==> src/shared/nv_ctrl_pkg.sv <==
// Constants and types shared by the nonvolatile memory controller
package nv_ctrl_pkg;
  // Register word indices (byte address is four times the index)
  localparam logic [11:0] IDX_CMD  = 12'hff8;
  localparam logic [11:0] IDX_PAGE = 12'hff9;
  localparam logic [11:0] IDX_FHI  = 12'hffa;
  localparam logic [11:0] IDX_FLO  = 12'hffb;
  // Command codes
  localparam logic [7:0] CMD_UNLOCK1 = 8'h73;
  localparam logic [7:0] CMD_UNLOCK2 = 8'h8c;
  localparam logic [7:0] CMD_PG_ERASE = 8'h95;
  localparam logic [7:0] CMD_MS_ERASE = 8'h63;
  localparam logic [7:0] CMD_PROT_SEL = 8'h5e;
  // Array organisation
  localparam int PAGE_BYTES  = 512;
  localparam int PAGE_SHIFT  = 9;
  localparam int ROW_BYTES   = 64;
  localparam int SECTORS     = 8;
  localparam logic [15:0] INFO_BASE = 16'hfe00;
  localparam logic [15:0] OPT_BYTES = 16'h0002;
  // Reset values
  localparam logic [7:0]  BYTE_RST = 8'h00;
  localparam logic [15:0] WORD_RST = 16'h0000;
  localparam logic [31:0] BUS_RST  = 32'h0000_0000;
  // Timing: one tick is the kHz setting shifted right, about 31 us
  localparam int TICK_SHIFT = 5;
  // Status codes
  localparam logic [5:0] STS_LOCKED = 6'h00;
  localparam logic [5:0] STS_FIRST  = 6'h01;
  localparam logic [5:0] STS_SECOND = 6'h02;
  localparam logic [5:0] STS_ACTIVE = 6'h03;
  localparam logic [5:0] STS_PROT   = 6'h04;
  localparam logic [5:0] STS_PROG   = 6'h08;
  localparam logic [5:0] STS_PAGE   = 6'h0c;
  localparam logic [5:0] STS_MASS   = 6'h10;

  typedef enum logic [2:0] {
    ST_LOCKED = 3'b000,
    ST_FIRST  = 3'b001,
    ST_SECOND = 3'b011,
    ST_ACTIVE = 3'b010,
    ST_BUSY   = 3'b110
  } nv_state_t;

  typedef enum logic [1:0] {OP_NONE, OP_PROG, OP_PAGE, OP_MASS} nv_op_t;
  typedef enum logic [1:0] {AREA_PROG, AREA_OPT, AREA_INFO} nv_area_t;

  typedef struct packed {
    logic        req;
    logic        dbg;
    logic [15:0] addr;
    logic [7:0]  data;
  } prog_req_t;

  typedef struct packed {
    nv_op_t      op;
    nv_area_t    area;
    logic [15:0] addr;
    logic [7:0]  wdata;
  } nv_cmd_t;
endpackage

==> src/nv_protect_ctrl.sv <==
// Nonvolatile memory controller: unlock sequence, protection, timing
// Contract
// Pages are 512 bytes, eight 64-byte rows
// Sector 1024 bytes at largest size, else 512
// At most 8 sectors, never below page
// First two bytes are option bits
// Information area sits at FE00h to FFFFh
// Timing derives from 16-bit kHz setting
// Caller keeps clock within 32kHz and 20MHz; the bench runs its clock at 40MHz
// Read lock hides user code from debugger
// Write lock blocks user program and erase
// Write lock clear allows all operations; the code still blocks protected sectors and mass erase for the processor
// Every reset leaves the controller locked
// Unlock needs page, 73h then 8Ch
// Page rewrite must match or relock
// 95h erases active page if unprotected
// Wrong command while unlocked relocks controller
// Mass erase only through debug port
// Page stays open after byte programming
// Sector protect bits clear on reset
// 5Eh maps protect register onto page address
// User writes only set protect bits
// Protected sector blocks processor program/erase only
// Caller writes 00h, 5Eh, protect, 00h
// Command and status share one address
// 63h as third command starts mass erase
// Page erase completion relocks controller
// Programming only clears bits to zero
// Stall processor and show busy during ops
//
// Added by the designer: the APB register port.
module nv_protect_ctrl #(
  parameter int MEM_BYTES  = 8192,
  parameter int PROG_TICKS = 2,
  parameter int PAGE_TICKS = 320,
  parameter int MASS_TICKS = 320
) (
  // Clock and reset
  input  wire logic                  CLK,
  input  wire logic                  ARST_N,
  // APB register port
  input  wire logic                  PSEL,
  input  wire logic                  PENABLE,
  input  wire logic                  PWRITE,
  input  wire logic [13:0]           PADDR,
  input  wire logic [31:0]           PWDATA,
  output logic      [31:0]           PRDATA,
  output logic                       PREADY,
  output logic                       PSLVERR,
  // Register writes come from the debugger
  input  wire logic                  DBG_ACCESS,
  // Option bits, low when programmed
  input  wire logic                  CODE_WRITE_LOCK_OPTION_N,
  input  wire logic                  CODE_READ_LOCK_OPTION_N,
  // Byte program request and current array byte
  input  wire nv_ctrl_pkg::prog_req_t PROG,
  input  wire logic [7:0]            MEM_RDATA,
  // Debugger memory read
  input  wire logic                  DBG_RD_REQ,
  input  wire logic [15:0]           DBG_RD_ADDR,
  output logic      [7:0]            DBG_RDATA,
  output logic                       DBG_RD_DENIED,
  // Array operation and processor stall
  output nv_ctrl_pkg::nv_cmd_t       NV_CMD,
  output logic                       CPU_STALL
);
  import nv_ctrl_pkg::*;

  // sector size per memory size
  // one eighth, floored at one page
  localparam int SEC_BYTES = (MEM_BYTES / SECTORS < PAGE_BYTES) ?
                             PAGE_BYTES : MEM_BYTES / SECTORS;
  localparam int SEC_SHIFT = $clog2(SEC_BYTES);
  localparam logic [15:0] T_PROG = 16'(PROG_TICKS - 1);
  localparam logic [15:0] T_PAGE = 16'(PAGE_TICKS - 1);
  localparam logic [15:0] T_MASS = 16'(MASS_TICKS - 1);

  nv_state_t   st_reg, st_next;
  nv_op_t      op_next;
  logic        prot_sel_reg, prot_sel_next;
  logic [7:0]  page_reg, page_next;
  logic [7:0]  prot_reg, prot_next;
  logic [7:0]  fhi_reg, fhi_next;
  logic [7:0]  flo_reg, flo_next;
  logic [15:0] pre_reg, pre_next;
  logic [15:0] tcnt_reg, tcnt_next;
  logic        ready_reg;
  nv_cmd_t     cmd_next;
  logic [5:0]  status;
  logic [31:0] rd_mux;

  // one index, writes to command and reads to status
  wire [11:0] idx      = PADDR[13:2];
  wire        hit_cmd  = idx == IDX_CMD;
  wire        hit_page = idx == IDX_PAGE;
  wire        hit_fhi  = idx == IDX_FHI;
  wire        hit_flo  = idx == IDX_FLO;
  wire        mapped   = hit_cmd | hit_page | hit_fhi | hit_flo;
  wire        acc_wait = PSEL & PENABLE & ~ready_reg;
  wire        apb_wr   = PSEL & PENABLE & ready_reg & PWRITE & mapped;
  wire [7:0]  wdat     = PWDATA[7:0];
  wire        cmd_wr   = apb_wr & hit_cmd;
  wire        page_wr  = apb_wr & hit_page & ~prot_sel_reg;
  wire        prot_wr  = apb_wr & hit_page & prot_sel_reg;
  wire        idle     = st_reg != ST_BUSY;

  // page number selects a 512-byte page base
  wire [16:0] page_base = {page_reg, {PAGE_SHIFT{1'b0}}};
  wire [2:0]  page_sec  = 3'(page_base >> SEC_SHIFT);
  wire [2:0]  prog_sec  = 3'(PROG.addr >> SEC_SHIFT);
  wire        prog_hit  = {1'b0, PROG.addr[15:PAGE_SHIFT]} == page_reg;

  // programmed write lock stops user operations
  // clear write lock leaves memory open except sectors with protect bits set
  wire        user_ok  = CODE_WRITE_LOCK_OPTION_N;
  // protect bits apply to processor operations only
  wire        erase_ok = DBG_ACCESS | (user_ok & ~prot_reg[page_sec]);
  wire        prog_ok  = PROG.dbg | (user_ok & prog_hit & ~prot_reg[prog_sec]);
  wire        prog_st  = PROG.dbg ? (st_reg == ST_ACTIVE || st_reg == ST_SECOND)
                                  : (st_reg == ST_ACTIVE);
  wire        prog_go  = PROG.req & prog_st & prog_ok & ~apb_wr;

  // information area above program memory
  // lowest two bytes hold option bits
  wire nv_area_t prog_area = (PROG.addr >= INFO_BASE) ? AREA_INFO :
                             (PROG.addr < OPT_BYTES) ? AREA_OPT : AREA_PROG;
  wire           rd_user   = (DBG_RD_ADDR < INFO_BASE);

  // tick every kHz/32 + 1 cycles so op time scales with the clock
  wire [15:0] pre_lim = {fhi_reg, flo_reg} >> TICK_SHIFT;
  wire        tick    = pre_reg >= pre_lim;
  wire [15:0] op_lim  = (NV_CMD.op == OP_PROG) ? T_PROG :
                        (NV_CMD.op == OP_PAGE) ? T_PAGE : T_MASS;
  wire        done    = ~idle & tick & (tcnt_reg == op_lim);

  // Timer counters only run while an operation is timed
  assign pre_next  = (idle | tick) ? WORD_RST : pre_reg + 16'h0001;
  assign tcnt_next = idle ? WORD_RST : tick ? tcnt_reg + 16'h0001 : tcnt_reg;

  // Status code: busy kinds take priority over unlock stage
  always_comb begin
    case (st_reg)
      ST_FIRST:  status = STS_FIRST;
      ST_SECOND: status = STS_SECOND;
      ST_ACTIVE: status = STS_ACTIVE;
      ST_BUSY:   status = (NV_CMD.op == OP_PROG) ? STS_PROG :
                          (NV_CMD.op == OP_PAGE) ? STS_PAGE : STS_MASS;
      default:   status = prot_sel_reg ? STS_PROT : STS_LOCKED;
    endcase
  end

  // Read data; the command index returns status
  assign rd_mux = hit_cmd  ? {26'h0, status} :
                  hit_page ? {24'h0, prot_sel_reg ? prot_reg : page_reg} :
                  hit_fhi  ? {24'h0, fhi_reg} :
                  hit_flo  ? {24'h0, flo_reg} : BUS_RST;

  // Frequency setting bytes
  assign fhi_next = (apb_wr & hit_fhi) ? wdat : fhi_reg;
  assign flo_next = (apb_wr & hit_flo) ? wdat : flo_reg;

  // user can only set protect bits; debugger writes freely
  assign prot_next = prot_wr ? (DBG_ACCESS ? wdat : prot_reg | wdat) : prot_reg;

  // Unlock, page select and operation sequencing
  always_comb begin
    st_next       = st_reg;
    op_next       = OP_NONE;
    page_next     = page_reg;
    prot_sel_next = prot_sel_reg;
    if (!idle) begin
      // erase end relocks; program end keeps page open
      if (done) begin
        st_next = (NV_CMD.op == OP_PROG) ? ST_ACTIVE : ST_LOCKED;
      end
    end else if (cmd_wr) begin
      // only 5Eh keeps protect register mapped
      prot_sel_next = wdat == CMD_PROT_SEL;
      case (st_reg)
        // first unlock code
        ST_LOCKED: st_next = (wdat == CMD_UNLOCK1) ? ST_FIRST : ST_LOCKED;
        // second unlock code must follow directly
        ST_FIRST:  st_next = (wdat == CMD_UNLOCK2) ? ST_SECOND : ST_LOCKED;
        ST_SECOND, ST_ACTIVE: begin
          // anything but a valid next command relocks
          st_next = ST_LOCKED;
          // page erase of an unprotected active page
          if (wdat == CMD_PG_ERASE && erase_ok &&
              (st_reg == ST_ACTIVE || DBG_ACCESS)) begin
            st_next = ST_BUSY;
            op_next = OP_PAGE;
          end
          // mass erase only from the debugger
          // third command after unlock
          if (wdat == CMD_MS_ERASE && DBG_ACCESS) begin
            st_next = ST_BUSY;
            op_next = OP_MASS;
          end
        end
        default: st_next = ST_LOCKED;
      endcase
    end else if (page_wr) begin
      case (st_reg)
        ST_LOCKED: page_next = wdat;
        // rewrite must match; debugger may skip or change it
        ST_SECOND: begin
          if (DBG_ACCESS) begin
            page_next = wdat;
            st_next   = ST_ACTIVE;
          end else begin
            st_next = (wdat == page_reg) ? ST_ACTIVE : ST_LOCKED;
          end
        end
        ST_ACTIVE: page_next = DBG_ACCESS ? wdat : page_reg;
        default:   page_next = page_reg;
      endcase
    end else if (prog_go) begin
      st_next = ST_BUSY;
      op_next = OP_PROG;
    end
  end

  // Array command; held for the whole timed operation
  always_comb begin
    cmd_next = NV_CMD;
    if (done) begin
      cmd_next.op = OP_NONE;
    end else if (op_next == OP_PROG) begin
      cmd_next.op    = OP_PROG;
      cmd_next.area  = prog_area;
      cmd_next.addr  = PROG.addr;
      // programming can only pull bits low
      cmd_next.wdata = MEM_RDATA & PROG.data;
    end else if (op_next != OP_NONE) begin
      cmd_next.op    = op_next;
      cmd_next.area  = AREA_PROG;
      cmd_next.addr  = (op_next == OP_PAGE) ? page_base[15:0] : WORD_RST;
      cmd_next.wdata = '1;
    end
  end

  // reset always returns to locked
  always_ff @(posedge CLK or negedge ARST_N) begin
    if (!ARST_N) begin
      st_reg       <= ST_LOCKED;
      prot_sel_reg <= 1'b0;
      page_reg     <= BYTE_RST;
    end else begin
      st_reg       <= st_next;
      prot_sel_reg <= prot_sel_next;
      page_reg     <= page_next;
    end
  end

  // protect bits lost on every reset
  always_ff @(posedge CLK or negedge ARST_N) begin
    if (!ARST_N) begin
      prot_reg <= BYTE_RST;
      fhi_reg  <= BYTE_RST;
      flo_reg  <= BYTE_RST;
    end else begin
      prot_reg <= prot_next;
      fhi_reg  <= fhi_next;
      flo_reg  <= flo_next;
    end
  end

  // Operation timer
  always_ff @(posedge CLK or negedge ARST_N) begin
    if (!ARST_N) begin
      pre_reg  <= WORD_RST;
      tcnt_reg <= WORD_RST;
    end else begin
      pre_reg  <= pre_next;
      tcnt_reg <= tcnt_next;
    end
  end

  // stall mirrors busy so the core waits out the timing
  always_ff @(posedge CLK or negedge ARST_N) begin
    if (!ARST_N) begin
      NV_CMD    <= '0;
      CPU_STALL <= 1'b0;
    end else begin
      NV_CMD    <= cmd_next;
      CPU_STALL <= st_next == ST_BUSY;
    end
  end

  // APB: one wait state so read data comes from a flop
  always_ff @(posedge CLK or negedge ARST_N) begin
    if (!ARST_N) begin
      ready_reg <= 1'b0;
      PRDATA    <= BUS_RST;
      PSLVERR   <= 1'b0;
    end else begin
      ready_reg <= acc_wait;
      PRDATA    <= (acc_wait & ~PWRITE) ? rd_mux : BUS_RST;
      PSLVERR   <= acc_wait & ~mapped;
    end
  end
  assign PREADY = ready_reg;

  // debugger reads of user code refused under read lock
  always_ff @(posedge CLK or negedge ARST_N) begin
    if (!ARST_N) begin
      DBG_RDATA     <= BYTE_RST;
      DBG_RD_DENIED <= 1'b0;
    end else begin
      DBG_RD_DENIED <= DBG_RD_REQ & rd_user & ~CODE_READ_LOCK_OPTION_N;
      DBG_RDATA     <= (DBG_RD_REQ & (rd_user ? CODE_READ_LOCK_OPTION_N : 1'b1))
                       ? MEM_RDATA : BYTE_RST;
    end
  end
endmodule

==> config.mk <==
export PLATFORM = sky130hd
export DESIGN_NAME = nv_protect_ctrl
export DESIGN_NICKNAME = d
export VERILOG_FILES = /design/src/shared/nv_ctrl_pkg.sv /design/src/nv_protect_ctrl.sv
export SDC_FILE = /design/constraint.sdc
export NUM_CORES = 1
export LEC_CHECK = 0
export ABC_AREA = 0
export BUFFER_PORTS_ARGS = -buffer_cell sky130_fd_sc_hd__buf_2
export CORE_ASPECT_RATIO = 0.5
export CORE_UTILIZATION = 48
export CTS_CLUSTER_DIAMETER = 60
export DETAILED_ROUTE_END_ITERATION = 8
export PLACE_DENSITY = 0.77
export SLEW_MARGIN = 5
export SYNTH_ARGS = -nofsm -noshare
export SYNTH_HDL_FRONTEND = slang
export SYNTH_SLANG_ARGS = --single-unit
==> constraint.sdc <==
create_clock -name CLK -period 2.2 [get_ports CLK]
set_input_delay 0 -clock CLK [delete_from_list [all_inputs] [get_ports CLK]]
set_output_delay 0 -clock CLK [all_outputs]
set_load 0.005 [all_outputs]
# Word-level counts from Yosys, hierarchy flattened
# Cells that the tools add are included.
# totals
regBits	116
input_bits	105
out_inout_bits	72
elab_cells	158
# op_classes
n_addsub	2
n_lt_le_gt_ge	6
eq_ne	23
mux	51
bitwise_logic	43
n_reduce_logical	15
# op_table
operator	count
$mux W8	9
$mux W16	4
$mux W28	2
$eq A12 B12 Y1 const B	4
$add A16 B1 Y16 const B	2
$mux W3	9
$and A1 B1 Y1	24
$eq A8 B7 Y1 const B	3
$pmux W6 S4	1
$mux W2	11
$eq A16 B9 Y1	1
$eq A8 B8 Y1 const B	2
$ge A16 B11 Y1	1
$ge A16 B16 Y1 const B	1
$lt A16 B16 Y1 const B	1
$lt A16 B2 Y1 const B	1
$pmux W8 S2	1
$not A1 Y1	11
$mux W5	2
$mux W9	1
$pmux W3 S3	1
$and A8 B8 Y8	1
$eq A7 B8 Y1	1
$eq A8 B8 Y1	1
other kinds (20)	45

# Longest topological paths before layout
# depth
depth_word	17
depth_mapped	12

# Worst setup path after synthesis
# No wires, ideal clock.
# synth_path
path_kind	flip-flop to flip-flop
startpoint	reg pre_reg[10]
endpoint	reg tcnt_reg[12]
setup_ps	78
arrival_ps	2264
path_slack_ps	-142
path_stages_with_launch	9
path_buffers	1
period_less_slack_ps	2342
cell_sequence	dfrtp_1 -> ha_1 -> nand4b_1 -> o31ai_1 -> a21oi_4 -> and2_1 -> buf_4 -> or4_1 -> a21oi_1
# synth_between
elab_chain_cells	2
# synth_lines
element	line	source
from (decl)	nv_protect_ctrl.sv:85	logic [15:0] pre_reg, pre_next;
from (signal assigned)	nv_protect_ctrl.sv:274	pre_reg <= pre_next;
$ge A16 B11 Y1	nv_protect_ctrl.sv:131	wire tick = pre_reg >= pre_lim;
$reduce_bool A2 Y1 (no line)	n/a	
to (signal assigned)	nv_protect_ctrl.sv:275	tcnt_reg <= tcnt_next;
to (decl)	nv_protect_ctrl.sv:86	logic [15:0] tcnt_reg, tcnt_next;
# Every way passes these cells.
# A chain may end at the register's enable or synchronous reset.

# Worst setup path after layout
# layout_path
startpoint	reg prot_reg[5]
endpoint	reg NV_CMD[8] (netlist bit)
# layout_between
elab_chain_cells	15
# layout_lines
element	line	source
from (decl)	nv_protect_ctrl.sv:82	logic [7:0] prot_reg, prot_next;
from (signal assigned)	nv_protect_ctrl.sv:262	prot_reg <= prot_next;
$bmux W1 S3	nv_protect_ctrl.sv:117	wire erase_ok = DBG_ACCESS | (user_ok & ~prot_reg[page_sec]);
$mux W1 (not written as such)	nv_protect_ctrl.sv:117	
$not A1 Y1	nv_protect_ctrl.sv:117	
$and A1 B1 Y1	nv_protect_ctrl.sv:117	
$or A1 B1 Y1	nv_protect_ctrl.sv:117	
$logic_and A1 B1 Y1 (2 in series)	nv_protect_ctrl.sv:188	if (wdat == CMD_PG_ERASE && erase_ok &&
$mux W2	nv_protect_ctrl.sv:188	
$mux W2	nv_protect_ctrl.sv:195	if (wdat == CMD_MS_ERASE && DBG_ACCESS) begin
$mux W2	nv_protect_ctrl.sv:179	case (st_reg)
$mux W2 *	nv_protect_ctrl.sv:176	end else if (cmd_wr) begin
$mux W2 *	nv_protect_ctrl.sv:171	if (!idle) begin
$eq A2 B1 Y1 or $reduce_bool A2 Y1 (tied branches)	nv_protect_ctrl.sv:228, nv_protect_ctrl.sv:234	
$reduce_bool A2 Y1 (no line)	n/a	
$reduce_and A2 Y1 (no line)	n/a	
to (signal assigned)	nv_protect_ctrl.sv:285	NV_CMD <= cmd_next;
to (decl)	nv_protect_ctrl.sv:64	output nv_ctrl_pkg::nv_cmd_t NV_CMD,
# Mark *: on every way between the ends. The rest lies on a longest branch, timed or not. The select of a mux whose other input is x is not followed.

==> out/summary.md <==
* floorplan die width: 163 um
* library cell contributing the largest single delay on the critical path: sky130_fd_sc_hd__mux4_2
* proportion of synthesized area in mux cells: 7.49%
* initial core utilization: 49.3%
* clk sinks: 116
* Hold Path Depth: 4
* min-delay worst type: input port to flop
* Most used DFF post-synth: sky130_fd_sc_hd__dfrtp_1
* violations in the final reports: negative setup slack
* Final WS setup: -0.162 ns
* data required time at the worst endpoint: 2.51 ns
* total track usage: 27.2%
* number of inserted filler cells in the final layout: 816
* distinct cell type count of the synthesized netlist: 70
* RSZ-0062 raised after global routing: yes
* Worst slew margin: 53.5%
* Reg2Reg Launch Point: prot_reg[5]
* Post-Route Hold Slack: 0.0250 ns
* number of placement rows: 29
* area of the die: 13500 um^2
* count of yosys warnings during synthesis: 0
* Adder-Cell Fraction of Synth Area: 3.00%
* GP Congestion: 0.906
* remaining design rule violation count: 0
* NumNets Final: 978
* number of global-route vias before repair: 5648
* cells on worst reg2reg path: 8
* H-tree levels: 4
* largest family of logic cells by synthesized area: simple AND/OR/NAND/NOR gates
* critical register-to-register path endpoint: NV_CMD[8]
* type of destination of the critical path: flop
* data arrival at the endpoint of the critical path: 2.67 ns
* routed wirelength normalized by instance count: 17.8 um
* worst reg-to-reg setup slack: -0.16 ns
* Fin. Hold Viols: 0
* critical hold path startpoint: PADDR[8]
* IO Pins: 177
* CTS Buf Count: 17
* antenna viol nets, final: 0
* Async S/R FF share, synth: 100%
* detailed router's first-iteration violation count: 603
* largest fanout on the critical path: 5
* number of enable flip-flop cells after synthesis: 0
* average instance area after synthesis: 10.3 um^2
* maximum clock frequency: 423 MHz
* clock buffer depth: 2
* area after detailed placement: 7470 um^2
* critical path type: flop to flop
* detailed-router iteration count before antenna repair: 5
* total area of multi-input combinational cells: 3440 um^2
* # setup viols final: 59
* GRT Residual Overflow: 0
* sequential cell area: 2900 um^2
* max FFs per register: 28
* pin count of the biggest net entering global routing: 59
* source-to-sink clock delay at the later pin of the worst-skew pair: 0.42 ns
* CP peak stage delay: 0.43 ns
* sequential element share of the synthesized area: 46.5%
* static leakage: 4.24 nW
* via count normalized by instance count: 5.48
* post-synthesis to final-layout area growth: 45.6%
* half-perimeter wire length after detailed placement: 11.6 mm
* total number of vias: 5702
* result of the run: complete, but fails checks
* clock-pin slew reported for the worst setup and hold paths after clock tree synthesis: 0.06 ns
* clock tree from TritonCTS: done
* final clock skew: 0.0101 ns
* number of cells produced by synthesis: 609
* PD cells: 573 nW/um^2
* number of port buffers: 117
* Root Driver: sky130_fd_sc_hd__clkbuf_16
* number of antenna violations at the first check in global routing: 0
* ordered list of cells on the worst path: buf_6, mux4_2, mux2_4, o31ai_4, buf_4, a41oi_4, clkbuf_16, a22o_1
* parity-gate share of the synthesized area counting xor and xnor cells: 4.35%
* nature of the critical path startpoint: flop
* first-pass GRT wire length: 27.7 mm
* fin. max-slew vios: 0
* count of state elements after synthesis: 116
* minimum clock period: 2.36 ns
* commonest non-fill, non-tap cells in the layout: 116 x sky130_fd_sc_hd__buf_2, 115 x sky130_fd_sc_hd__dfrtp_1, 76 x sky130_fd_sc_hd__buf_4, 48 x sky130_fd_sc_hd__nand2_1, 46 x sky130_fd_sc_hd__dlygate4sd3_1
* layout cell share with drive strength beyond 1: 40.0%
* area of the core: 12700 um^2
* Mapped Area: 6250 um^2
* Hold Crit Endpoint: PSLVERR
* most common library cell in the layout ignoring fill and taps: sky130_fd_sc_hd__buf_2
* vertical die dimension: 82.7 um
* post-layout instance area: 9090 um^2
* wirelength, routed: 18.5 mm
* share of the cycle needed by the critical path after routing: 107%
* Max Cap Violations: 0
* number of diodes: 0
* worst-case vdd ir drop: 0.000459 V
* compound-cell area share of the yosys netlist: 13.7%
* synthesized-area fraction occupied by and/or/nand/nor cells: 18.5%
* measured slew at the worst slew-check pin: 0.698 ns
## through the flow
stage / instances / setup slack, ns / setup TNS, ns / total power, mW / utilization [%]
6_report: 1040 / -0.162 / -5.34 / 5.21 / 71.8
5_1_grt: 1040 / -0.251 / -10.19 / 5.37 / 71.8
4_1_cts: 1030 / -0.109 / -2.16 / 5.22 / 69.3
3_5_place_dp: 944 / -0.247 / -6.14 / 2.43 / 59.0
3_3_place_gp: 944 / -0.180 / -3.77 / 2.42 / 59.0
2_1_floorplan: 636 / -0.0767 / -0.895 / 2.30 / -
## worst max path at each step
stage                             end  slack, ns        start
after CTS                  NV_CMD[21]      -0.11  prot_reg[5]
after detailed placement   NV_CMD[15]      -0.25  prot_reg[7]
after global placement     NV_CMD[25]      -0.18  prot_reg[7]
final                       NV_CMD[8]      -0.16  prot_reg[5]
after floorplan            pre_reg[7]      -0.08   pre_reg[9]
after global routing      tcnt_reg[3]      -0.25   pre_reg[9]
## per-layer routing
| metal | vias to the layer above | wire, um | track usage (%) |
|---|---|---|---|
| met5 | - | 0 | 0 |
| met4 | 0 | 325 | 8.97 |
| met3 | 42 | 1340 | 7.59 |
| met2 | 270 | 9080 | 46.8 |
| met1 | 2766 | 7750 | 33.3 |
| li1 | 2624 | - | - |
## power breakdown
| group | switching (mW) | total [mW] | internal [mW] |
|---|---|---|---|
| Sequential | 0.00358 | 2.15 | 2.15 |
| Combinational | 0.172 | 0.316 | 0.145 |
| Clock | 1.07 | 2.74 | 1.67 |
## Yosys cell counts, types with 2 or more instances
cell type / instances / area share [%]
sky130_fd_sc_hd__o21a_1: 5 / 0.60
sky130_fd_sc_hd__o41ai_1: 2 / 0.28
sky130_fd_sc_hd__nor4_1: 9 / 0.90
sky130_fd_sc_hd__a2111oi_2: 2 / 0.48
sky130_fd_sc_hd__clkbuf_1: 17 / 1.0
sky130_fd_sc_hd__xnor2_1: 17 / 2.4
sky130_fd_sc_hd__a22o_1: 17 / 2.4
sky130_fd_sc_hd__nand3b_1: 3 / 0.36
sky130_fd_sc_hd__buf_1: 2 / 0.12
sky130_fd_sc_hd__a31oi_1: 2 / 0.20
sky130_fd_sc_hd__a21o_1: 2 / 0.24
sky130_fd_sc_hd__inv_1: 22 / 1.3
sky130_fd_sc_hd__nor2_2: 10 / 1.0
sky130_fd_sc_hd__or3_1: 5 / 0.50
sky130_fd_sc_hd__nand3_1: 15 / 1.2
sky130_fd_sc_hd__nand2b_1: 4 / 0.40
sky130_fd_sc_hd__nand4b_1: 6 / 0.84
sky130_fd_sc_hd__and3_1: 10 / 1.0
sky130_fd_sc_hd__o21ai_0: 17 / 1.4
sky130_fd_sc_hd__nand4_1: 12 / 1.2
sky130_fd_sc_hd__or4_1: 3 / 0.36
sky130_fd_sc_hd__xor2_1: 14 / 2.0
sky130_fd_sc_hd__buf_4: 26 / 3.1
sky130_fd_sc_hd__nor3_1: 6 / 0.48
sky130_fd_sc_hd__nor2b_1: 10 / 1.0
sky130_fd_sc_hd__nor2_1: 42 / 2.5
sky130_fd_sc_hd__mux2i_1: 13 / 2.1
sky130_fd_sc_hd__o31ai_1: 5 / 0.60
sky130_fd_sc_hd__nand2_1: 58 / 3.5
sky130_fd_sc_hd__a22oi_1: 9 / 1.1
sky130_fd_sc_hd__o211ai_1: 5 / 0.60
sky130_fd_sc_hd__and2_1: 12 / 1.2
sky130_fd_sc_hd__buf_2: 5 / 0.40
sky130_fd_sc_hd__a211oi_1: 2 / 0.24
sky130_fd_sc_hd__nor3b_1: 2 / 0.24
sky130_fd_sc_hd__mux4_2: 2 / 0.72
sky130_fd_sc_hd__a21oi_1: 29 / 2.3
sky130_fd_sc_hd__mux2_2: 26 / 4.7
sky130_fd_sc_hd__dfrtp_1: 116 / 46
sky130_fd_sc_hd__ha_1: 15 / 3.0
## final cells by class
type                            count  share of cell area, %
Sequential cell                   116                   31.9
Clock inverter                     14                   1.73
Timing Repair Buffer              254                   20.6
Multi-Input combinational cell    447                   37.8
Tap cell                          170                   2.34
Clock buffer                       17                   4.68
Inverter                           22                  0.908
## logic make-up (layout without fill, tap and decap cells)
kind of cell,count (synthesis),after routing
adder cells (fa/ha/maj),15,15
buffers and inverters,74,307
XOR/XNOR,31,31
other,1,28
AND/OR/NAND/NOR,217,218
flip-flops,116,116
multiplexers,41,41
AO/OA/AOI/OAI,114,114
## repair_timing
action | in CTS | in global routing
pin swaps | 30 | 27
hold endpoints to repair | 151 | 0
gates resized for setup | 37 | 51
setup buffers | 9 | 6
cloned | 0 | 4
setup endpoints to repair | 57 | 67
hold buffers | 46 | 0
## critical path: cells and delay by family (launching register included)
family / cells / cell delay (ns)
muxes: 2 / 0.72
AOI/OAI and AO/OA: 3 / 0.60
buffers and inverters: 3 / 0.52
DFF: 1 / 0.41
Note: power is estimated with default switching activity, not from simulation.
